==> src/shared/scale_io_consts.svh <==
// bit positions and codes of the quarter rack words
`ifndef SCALE_IO_CONSTS_SVH
`define SCALE_IO_CONSTS_SVH
`define WORD_W 16
`define ST_SP1 0
`define ST_SP2 1
`define ST_ZTOL 2
`define ST_DIN 9
`define ST_MOTION 12
`define ST_NET 13
`define ST_UPDATING 14
`define ST_DATA_OK 15
`define CMD_SEL_LO 0
`define CMD_SEL_HI 2
`define CMD_LOAD_TARE 3
`define CMD_CLR_TARE 4
`define CMD_PB_TARE 5
`define CMD_PRINT 6
`define CMD_ZERO 7
`define CMD_SP_ENABLE 8
`define CMD_POUT_ONE 12
`define CMD_POUT_TWO 13
`define CMD_POUT_THREE 14
`define CMD_LOAD_SP1 15
`define CMD_USED_MASK 16'hf1ff
`define SEL_GROSS 3'h0
`define SEL_NET 3'h1
`define SEL_DISPLAYED 3'h2
`define SEL_TARE 3'h3
`define SEL_SP1 3'h4
`define RACK_MAX 7'h40
`define QUARTER_MIN 3'h1
`define QUARTER_MAX 3'h4
`define ZERO_WORD 16'h0000
`endif

==> src/shared/scale_io_pkg.sv <==
// types of the quarter rack exchange block
`default_nettype none
package scale_io_pkg;
   typedef struct packed {
      logic [15:0] weight_value_in;
      logic [15:0] scale_status_in;
      logic [15:0] tare_setpoint_value_out;
      logic [15:0] command_control_out;
      logic [15:0] cmd_seen;
      logic [15:0] preset_tare;
      logic [15:0] setpoint1_value;
      logic [15:0] nv_setpoint1;
      logic sp1_pending;
      logic preset_tare_load;
      logic clear_tare_cmd;
      logic pb_tare_cmd;
      logic print_cmd;
      logic zero_cmd;
      logic setpoint1_load;
      logic nv_store;
      logic high_level_enable;
      logic [2:0] parallel_out;
      logic [15:0] rd_word0;
      logic [15:0] rd_word1;
      logic rd_valid;
   } io_state_t;
endpackage
`default_nettype wire

==> src/rtl/scale_plc_quarter_rack_io.sv <==
// quarter rack discrete exchange between weighing terminal and controller
//
// Function
// two 16-bit read words and two 16-bit write words, 32 bits each way
// data refreshed only on the A/D conversion pulse, not the controller scan
// read word 0 weight chosen by command bits 0-2; codes 5-7 give gross
// status bit 15 high only when scale healthy; otherwise weight reads zero
// status bit 14 set when read collides with an update; controller rereads
// status bit 12 shows motion, bit 13 net mode, both active high
// status bit 9 mirrors the discrete input level
// status bits 0-2 show setpoint or over/under outputs depending on mode
// controller writes word 0 as a signed 16-bit binary value
// rising command bit 3 copies word 0 into the preset tare register
// clear tare, pushbutton tare, print, zero fire only on rising edges
// command bit 8 enables or disables the high-level outputs
// raising bit 8 after a setpoint 1 download stores it non-volatile
// rising bit 15 loads setpoint 1; non-volatile copy only if enabled
// command bits 12-14 drive parallel outputs, only in indicator mode
// with interlocks on, a tare onto an existing tare is refused
// with interlocks on, clear tare is honoured only at gross zero
// answers at configured rack 0 to 64 and starting quarter 1 to 4
// unused status bits read zero; unused command bits are ignored
`default_nettype none
`include "scale_io_consts.svh"
module scale_plc_quarter_rack_io #(
   parameter int WIDTH = `WORD_W
) (
   input wire logic clk,
   input wire logic arst_n,
   // node address setup
   input wire logic [6:0] cfg_rack_addr,
   input wire logic [2:0] cfg_start_quarter,
   // controller write of the two output words
   input wire logic plc_wr_valid,
   input wire logic [6:0] plc_wr_rack,
   input wire logic [2:0] plc_wr_quarter,
   input wire logic [WIDTH-1:0] plc_wr_word0,
   input wire logic [WIDTH-1:0] plc_wr_word1,
   // controller read of the two input words
   input wire logic plc_rd_req,
   input wire logic [6:0] plc_rd_rack,
   input wire logic [2:0] plc_rd_quarter,
   output logic plc_rd_valid,
   output logic [WIDTH-1:0] plc_rd_word0,
   output logic [WIDTH-1:0] plc_rd_word1,
   // terminal side
   input wire logic ad_sample,
   input wire logic [WIDTH-1:0] gross_weight,
   input wire logic [WIDTH-1:0] net_weight,
   input wire logic [WIDTH-1:0] displayed_weight,
   input wire logic [WIDTH-1:0] tare_weight,
   input wire logic [WIDTH-1:0] active_target,
   input wire logic over_range,
   input wire logic under_range,
   input wire logic powering_up,
   input wire logic expanded_mode,
   input wire logic setup_mode,
   input wire logic motion,
   input wire logic net_mode,
   input wire logic discrete_input_level,
   input wire logic over_under_mode,
   input wire logic sp1_output,
   input wire logic sp2_output,
   input wire logic zero_tol_output,
   input wire logic under_output,
   input wire logic in_tol_output,
   input wire logic over_output,
   input wire logic indicator_mode,
   input wire logic tare_interlock,
   input wire logic tare_in_use,
   input wire logic gross_at_zero,
   output logic [WIDTH-1:0] preset_tare,
   output logic preset_tare_load,
   output logic clear_tare_cmd,
   output logic pb_tare_cmd,
   output logic print_cmd,
   output logic zero_cmd,
   output logic [WIDTH-1:0] setpoint1_value,
   output logic setpoint1_load,
   output logic [WIDTH-1:0] nv_setpoint1,
   output logic nv_store,
   output logic high_level_enable,
   output logic parallel_output_one,
   output logic parallel_output_two,
   output logic parallel_output_three
);

   scale_io_pkg::io_state_t state;
   scale_io_pkg::io_state_t next_state;

   // node match; out-of-range setup never matches
   function automatic logic addr_hit(input logic [6:0] rack, input logic [2:0] quarter);
      logic ok;
      ok = (cfg_rack_addr <= `RACK_MAX) && (cfg_start_quarter >= `QUARTER_MIN) &&
           (cfg_start_quarter <= `QUARTER_MAX);
      addr_hit = ok && (rack == cfg_rack_addr) && (quarter == cfg_start_quarter);
   endfunction

   logic wr_hit;
   logic rd_hit;
   logic data_ok;
   logic [WIDTH-1:0] sel_weight;
   logic [WIDTH-1:0] status_word;
   logic [WIDTH-1:0] cmd;
   logic [WIDTH-1:0] rise;
   logic tare_allowed;
   logic clear_allowed;

   assign wr_hit = plc_wr_valid && addr_hit(plc_wr_rack, plc_wr_quarter);
   assign rd_hit = plc_rd_req && addr_hit(plc_rd_rack, plc_rd_quarter);

   assign data_ok = !(over_range || under_range || powering_up || expanded_mode ||
                      setup_mode);
   // unused command bits masked so they cannot steer anything
   assign cmd = state.command_control_out & `CMD_USED_MASK;
   assign rise = cmd & ~state.cmd_seen;

   // interlock refuses only a tare stacked on an existing one or a clear tare away from gross zero
   assign tare_allowed = !(tare_interlock && tare_in_use);
   assign clear_allowed = !tare_interlock || gross_at_zero;

   always_comb begin
      case (cmd[`CMD_SEL_HI:`CMD_SEL_LO])
         `SEL_NET: sel_weight = net_weight;
         `SEL_DISPLAYED: sel_weight = displayed_weight;
         `SEL_TARE: sel_weight = over_under_mode ? active_target : tare_weight;
         `SEL_SP1: sel_weight = state.setpoint1_value;
         default: sel_weight = gross_weight;
      endcase
   end

   always_comb begin
      status_word = `ZERO_WORD;
      status_word[`ST_DATA_OK] = data_ok;
      status_word[`ST_MOTION] = motion;
      status_word[`ST_NET] = net_mode;
      status_word[`ST_DIN] = discrete_input_level;
      status_word[`ST_SP1] = over_under_mode ? under_output : sp1_output;
      status_word[`ST_SP2] = over_under_mode ? in_tol_output : sp2_output;
      status_word[`ST_ZTOL] = over_under_mode ? over_output : zero_tol_output;
   end

   always_comb begin
      next_state = state;
      next_state.preset_tare_load = 1'b0;
      next_state.clear_tare_cmd = 1'b0;
      next_state.pb_tare_cmd = 1'b0;
      next_state.print_cmd = 1'b0;
      next_state.zero_cmd = 1'b0;
      next_state.setpoint1_load = 1'b0;
      next_state.nv_store = 1'b0;
      next_state.rd_valid = 1'b0;

      // controller words land at once but act only on the next conversion
      if (wr_hit) begin
         next_state.tare_setpoint_value_out = plc_wr_word0;
         next_state.command_control_out = plc_wr_word1;
      end

      if (ad_sample) begin
         next_state.weight_value_in = data_ok ? sel_weight : `ZERO_WORD;
         next_state.scale_status_in = status_word;
         next_state.cmd_seen = cmd;
         next_state.high_level_enable = cmd[`CMD_SP_ENABLE];
         if (indicator_mode) begin
            next_state.parallel_out = {cmd[`CMD_POUT_THREE], cmd[`CMD_POUT_TWO],
                                       cmd[`CMD_POUT_ONE]};
         end
         if (rise[`CMD_LOAD_TARE] && tare_allowed) begin
            next_state.preset_tare = state.tare_setpoint_value_out;
            next_state.preset_tare_load = 1'b1;
         end
         next_state.clear_tare_cmd = rise[`CMD_CLR_TARE] && clear_allowed;
         next_state.pb_tare_cmd = rise[`CMD_PB_TARE] && tare_allowed;
         next_state.print_cmd = rise[`CMD_PRINT];
         next_state.zero_cmd = rise[`CMD_ZERO];
         if (rise[`CMD_LOAD_SP1]) begin
            next_state.setpoint1_value = state.tare_setpoint_value_out;
            next_state.setpoint1_load = 1'b1;
            if (cmd[`CMD_SP_ENABLE]) begin
               next_state.nv_setpoint1 = state.tare_setpoint_value_out;
               next_state.nv_store = 1'b1;
               next_state.sp1_pending = 1'b0;
            end else begin
               next_state.sp1_pending = 1'b1;
            end
         end else if (rise[`CMD_SP_ENABLE] && state.sp1_pending) begin
            // a held-high enable does not re-store; only its rising edge commits
            next_state.nv_setpoint1 = state.setpoint1_value;
            next_state.nv_store = 1'b1;
            next_state.sp1_pending = 1'b0;
         end
      end

      if (rd_hit) begin
         next_state.rd_valid = 1'b1;
         next_state.rd_word0 = state.weight_value_in;
         next_state.rd_word1 = state.scale_status_in;
         // a read in the refresh cycle returns both words from before this update, flagged
         next_state.rd_word1[`ST_UPDATING] = ad_sample;
      end
   end

   always_ff @(posedge clk or negedge arst_n) begin
      if (!arst_n) begin
         state <= '0;
      end else begin
         state <= next_state;
      end
   end

   assign plc_rd_valid = state.rd_valid;
   assign plc_rd_word0 = state.rd_word0;
   assign plc_rd_word1 = state.rd_word1;
   assign preset_tare = state.preset_tare;
   assign preset_tare_load = state.preset_tare_load;
   assign clear_tare_cmd = state.clear_tare_cmd;
   assign pb_tare_cmd = state.pb_tare_cmd;
   assign print_cmd = state.print_cmd;
   assign zero_cmd = state.zero_cmd;
   assign setpoint1_value = state.setpoint1_value;
   assign setpoint1_load = state.setpoint1_load;
   assign nv_setpoint1 = state.nv_setpoint1;
   assign nv_store = state.nv_store;
   assign high_level_enable = state.high_level_enable;
   assign parallel_output_one = state.parallel_out[0];
   assign parallel_output_two = state.parallel_out[1];
   assign parallel_output_three = state.parallel_out[2];

endmodule
`default_nettype wire

==> config.mk <==
export PLATFORM = sky130hd
export DESIGN_NAME = scale_plc_quarter_rack_io
export DESIGN_NICKNAME = d
export VERILOG_FILES = /design/src/shared/scale_io_pkg.sv /design/src/rtl/scale_plc_quarter_rack_io.sv
export VERILOG_INCLUDE_DIRS = /design/src /design/src/shared
export SDC_FILE = /design/constraint.sdc
export NUM_CORES = 1
export LEC_CHECK = 0
export BUFFER_PORTS_ARGS = -buffer_cell sky130_fd_sc_hd__buf_2
export CELL_PAD_IN_SITES_DETAIL_PLACEMENT = 1
export CELL_PAD_IN_SITES_GLOBAL_PLACEMENT = 2
export CORE_ASPECT_RATIO = 1.5
export CORE_UTILIZATION = 31
export CTS_BUF_LIST = sky130_fd_sc_hd__clkbuf_4
export CTS_CLUSTER_SIZE = 30
export DETAILED_ROUTE_END_ITERATION = 7
export GPL_ROUTABILITY_DRIVEN = 0
export GPL_TIMING_DRIVEN = 0
export PLACE_DENSITY_LB_ADDON = 0.2
export SLEW_MARGIN = 20
export SYNTH_ARGS = -nofsm -noshare
export SYNTH_HDL_FRONTEND = slang
export SYNTH_SLANG_ARGS = --single-unit
==> constraint.sdc <==
create_clock -name clk -period 2.4 [get_ports clk]
set_input_delay 0.36 -clock clk [delete_from_list [all_inputs] [get_ports clk]]
set_output_delay 0.36 -clock clk [all_outputs]
set_load 0.03 [all_outputs]
Word level (Yosys, flattened, before mapping)
Cells that the tools add are included.
- multiplexer cells: 18
- $mul: 0
- bitwise gates (word level): 2
- add/sub/neg operators: 0
- $lt $le $gt $ge: 3
- equal/unequal tests: 9
- shifts and indexed selects: 0
- div/mod/pow operators: 0
- reductions and logical operators: 27
- operators with widths (cell ; number):
    one-hot mux 16 bit (4 select lines) ; 1
    two-way mux 16 bit ; 3
    two-way mux 17 bit ; 2
    bitwise AND 16 bit ; 1
    inverter 16 bit ; 1
    equality test 7 bit ; 2
    logical AND 1 bit ; 13
    two-way mux 11 bit ; 1
    two-way mux 1 bit ; 10
    AND reduction 2 bit ; 4
    <= comparator 7 bit, second input constant ; 1
    equality test 3 x 2 -> 1 bit, second input constant ; 2
    equality test 3 bit ; 2
    logical OR 1 bit ; 5
    equality test 3 x 1 -> 1 bit, second input constant ; 1
    equality test 3 bit, second input constant ; 1
    >= comparator 3 x 1 -> 1 bit, second input constant ; 1
    <= comparator 3 bit, second input constant ; 1
    logical NOT 1 bit ; 3
    two-way mux 3 bit ; 1
    AND reduction 3 bit ; 1
    != test 2 bit, second input constant ; 1
    nonzero test 2 bit ; 1
- RAM bits: 0
- output and inout bits: 92
- input port bits: 166
- ROM bits: 0
- latch bits: 0
- memories kept: 0
- bits in registers: 153
- word-level logic and storage cells: 80

Depth between registers and ports, before layout
- depth after elaboration: 7
- depth in mapped cells: 7
- gate-level depth less buffers: 5

Least setup slack after synthesis
OpenSTA, ideal clock, no wires.
- kind: input port to flip-flop
- from: input port cfg_rack_addr[0]
- to: register state[130] (netlist bit)
- arrival: 2.255 ns
- path buffers: 2
- required time: 2.275 ns
- stages: 7
- setup time: 0.125 ns
- setup slack: 0.020 ns
- cell sequence: or4_1 > o31ai_1 > nand2_1 > or4_4 > buf_6 > buf_6 > mux2_4
- cells in the longest elaborated chain, start to end: 6
- elaborated cells between the ends (all ways): 7
- those cells by class: 1 x order compare; 1 x eq/ne; 5 x reduce/logical
- ends and longest elaborated chain (what ; line ; RTL):
    from (decl) ; scale_plc_quarter_rack_io.sv:31 ; input wire logic [6:0] cfg_rack_addr,
    <= comparator 7 bit (no source line) ; -- ;
    logical AND 1 bit (2 in a row) ; scale_plc_quarter_rack_io.sv:94 ; ok = (cfg_rack_addr <= `RACK_MAX) && (cfg_start_quarter >= `QUARTER_MIN) &&
    logical AND 1 bit * (2 in a row) ; scale_plc_quarter_rack_io.sv:96 ; addr_hit = ok && (rack == cfg_rack_addr) && (quarter == cfg_start_quarter);
    logical AND 1 bit * ; scale_plc_quarter_rack_io.sv:109 ; assign wr_hit = plc_wr_valid && addr_hit(plc_wr_rack, plc_wr_quarter);
    to (signal assigned) ; scale_plc_quarter_rack_io.sv:208 ; state <= next_state;
    to (decl) ; scale_plc_quarter_rack_io.sv:88 ; scale_io_pkg::io_state_t state;
Mark *: on every way between the ends. The rest lies on a longest branch, timed or not.
A chain may end at the register's enable or synchronous reset.

Worst setup path in the final report
- from: input port cfg_rack_addr[0]
- to: register state (netlist bit plc_rd_word0[6])
- cells in the longest elaborated chain, start to end: 6
- elaborated cells between the ends (all ways): 7
- those cells by class: 1 x order compare; 1 x eq/ne; 5 x reduce/logical
- ends and longest elaborated chain (what ; line ; RTL):
    <= comparator 7 bit (no source line) ; -- ;
    logical AND 1 bit (2 in a row) ; scale_plc_quarter_rack_io.sv:94 ;
    logical AND 1 bit * (2 in a row) ; scale_plc_quarter_rack_io.sv:96 ;
    logical AND 1 bit * ; scale_plc_quarter_rack_io.sv:110 ; assign rd_hit = plc_rd_req && addr_hit(plc_rd_rack, plc_rd_quarter);
Marks and branches as above.

==> summary.md <==
| Metric | Value |
|---|---|
| Clk_lat worst skew | 0.57 ns |
| Initial antenna violation count | 1 |
| Ys async rst share | 100% |
| Final-report setup violation count | 0 |
| Die height | 188 um |
| CP max FO | 10 |
| PD cells | 508 nW/um2 |
| Largest stage delay, worst path | 0.56 ns |
| Layout area overhead | 31.7% |
| GRT Overall Usage | 18.9% |
| Largest net degree at the start of global routing | 91 |
| Inserted Clock Buffers | 17 |
| Vias | 5749 |
| Antenna-violating nets left | 0 |
| Total routed wirelength | 21400 um |
| Routed WL per cell | 17.0 um |
| Static leakage | 5.31 nW |
| F_max | 0.469 GHz |
| Postcts setup bufs | 0 |
| Die footprint | 23700 um2 |
| Initial Util | 31.8% |
| Final period utilization | 88.8% |
| Final hold viol count | 0 |
| Syn Std Cell Area | 7170 um2 |
| Family with the most delay on the worst path | simple AND/OR/NAND/NOR gates |
| Synth Flop Type | dfrtp_1 |
| Ports | 258 |
| Slowest library cell on the worst path | or4_1 |
| Post-layout min period | 2.13 ns |
| Fin nets | 1136 |
| Clock root buffer | clkbuf_4 |
| Num Clock Sinks | 143 |
| Dpl cell area | 8800 um2 |
| CTS tree | yes |
| Syn. warnings | 0 |
| Leading cell type in the layout, fill and taps excluded | buf_2 |
| Critical Path Start Type | input pin |
| Syn_area_per_cell | 10.8 um2 |
| Relative slew slack | 42.8% |
| Largest buffer count on any clock path | 2 |
| Sequential-to-total area share from yosys stat | 49.9% |
| Cells after Synth | 666 |
| Port Buffers | 244 |
| Most frequent cells in the layout | buf_2, dfrtp_1, nand2_1 |
| Worst min path class | in -> reg |
| Layout cells sized above 1 | 44.3% |
| Max-slew violations | 0 |
| RSZ-0062 raised after global routing | false |
| DIE WIDTH | 126 um |
| Dpl cells | 1194 |
| Grt total ovfl | 0 |
| CP arrival | 2.58 ns |
| Maxcap violations | 0 |
| Status | completed |
| Reg clk slew, reported paths | 0.14 ns |
| Max IR drop VDD | 0.322 mV |
| Critical path capture point type | flop |
| Buffers & Inverters on Critical Path | 3 |
| Vias per cell | 4.56 |
| Final Cell Area | 9440 um2 |
| Netlist cell types | 35 |
| # rows | 67 |
| Post-synth EDFFs | 0 |
| Fin Clk Skew | 0.0215 ns |
| First-pass GRT wire length | 33800 um |
| Worst slew pin tran | 0.858 ns |
| DRT iter0 DRCs | 169 |
| Post-route DRC | 0 |
| CORE AREA | 22600 um2 |
| Worst path required time | 2.85 ns |
| H-tree levels | 4 |
| Setup CP Type | in -> reg |
| Vias in the first global route | 6140 |
| Initial DRT Pass Iterations | 4 |
| #FFs+latches synth | 143 |
| Post-DP HPWL | 16500 um |
| Final Non-Filler Cells | 1260 |
| Crit-path cells | buf_2 > or4_1 > o31ai_1 > nand2_1 > or4_1 > buf_2 > buf_6 > mux2_4 |
==> registers in the layout (all words and copies together) (netlist names) <==
name / cells
nv_setpoint1: 16
plc_rd_word1: 8
state: 47
cmd: 13
parallel_output_two: 1
plc_rd_valid: 1
nv_store: 1
print_cmd: 1
plc_rd_word0: 16
preset_tare_load: 1
pb_tare_cmd: 1
setpoint1_value: 16
setpoint1_load: 1
clear_tare_cmd: 1
parallel_output_three: 1
preset_tare: 16
parallel_output_one: 1
zero_cmd: 1
==> synthesized netlist by cell type (all sizes together), types with 3 or more instances <==
cell type    n  share of area, %
or4          3              0.37
nand2      106               5.6
mux2i       35               4.9
o22ai       13               1.1
a21oi       35               2.4
nand4        4              0.35
mux2        67                12
o32ai       13               1.6
nor2        50               2.6
mux4         3              0.94
dfrtp      143                50
clkbuf      24               1.3
nand2b       4              0.35
o22a        12               1.5
buf         89               9.3
xnor2       22               2.7
inv         22               1.2
o221ai       3              0.37
o21ai        3              0.21
==> timing repair <==
action                                  CTS  global route
hold buffers                             33             0
hold endpoints to repair                 85             0
endpoints found under the setup margin    0             8
gates resized for setup                   0             2
==> final cells by class <==
type | count | area (um2)
inverters | 24 | 90.1
flip-flops and latches | 143 | 3580
fillers | 2634 | 13100
clock buffers | 17 | 128
multi-input cells | 393 | 2770
diodes | 1 | 2.50
well taps | 276 | 345
repair buffers | 278 | 1590
plain buffers | 113 | 758
clock inverters | 15 | 183
==> routing by layer <==
metal	vias to the layer above	share of wire [%]	GRT usage (%)
met2	157	53	33.6
met4	0	1.8	6.39
met5	-	0	0
met1	2789	41	22.6
li1	2777	-	-
met3	26	4.0	3.66
==> path summary, 6_finish.rpt <==
kind / start / endpoint / slack [ns] / depth (start not counted)
setup reg to reg: state[108]$_DFFE_PN0P_ / nv_setpoint1[14]$_DFFE_PN0P_ / 0.29 / 6
hold reg to reg: state[97]$_DFFE_PN0P_ / clear_tare_cmd$_DFF_PN0_ / 0.45 / 1
setup / recovery: cfg_rack_addr[0] / plc_rd_word0[6]$_DFFE_PN0P_ / 0.27 / 8
min in group asynchronous: arst_n / plc_rd_word0[10]$_DFFE_PN0P_ / 0.28 / 2
hold / removal: gross_at_zero / clear_tare_cmd$_DFF_PN0_ / 0.06 / 3
max in group asynchronous: arst_n / nv_setpoint1[3]$_DFFE_PN0P_ / 1.27 / 3
==> power by group <==
group	switching (mW)	internal, mW	leakage [nW]
registers	0.0286	2.46	1.97
clock network	0.980	0.734	0.156
logic	0.304	0.292	3.18
==> cell families (layout without fill, tap and decap cells) <==
logic type	count (synthesis)	in the layout	share of synthesized area, %
compound gates	80	80	7.31
xor+xnor	22	22	2.69
buf+inv	137	447	11.8
flops	143	143	49.9
mux	105	105	17.9
other cells	1	9	0.0523
simple gates	178	178	10.3
==> tightest hold or removal path: stages <==
cell and delay [ns]:
buf_2 0.09, nor2b_1 0.10, nor3_1 0.06
==> stage by stage <==
| stage | hold slack, ns | setup WS [ns] | util (%) | TNS [ns] | power (mW) |
|---|---|---|---|---|---|
| 3_3_place_gp | 0.433 | -1.32 | 38.9 | -197.18 | 3.08 |
| 5_1_grt | 0.0240 | 0.0434 | 41.9 | 0 | 5.05 |
| 2_1_floorplan | 0.0644 | 0.0202 | - | 0 | 2.81 |
| 6_report | 0.0601 | 0.269 | 41.9 | 0 | 4.80 |
| 4_1_cts | 0.00525 | 0.130 | 41.9 | 0 | 4.89 |
| 3_5_place_dp | 0.311 | -0.331 | 39.0 | -10.86 | 3.10 |
(Power assumes the default switching activity.)
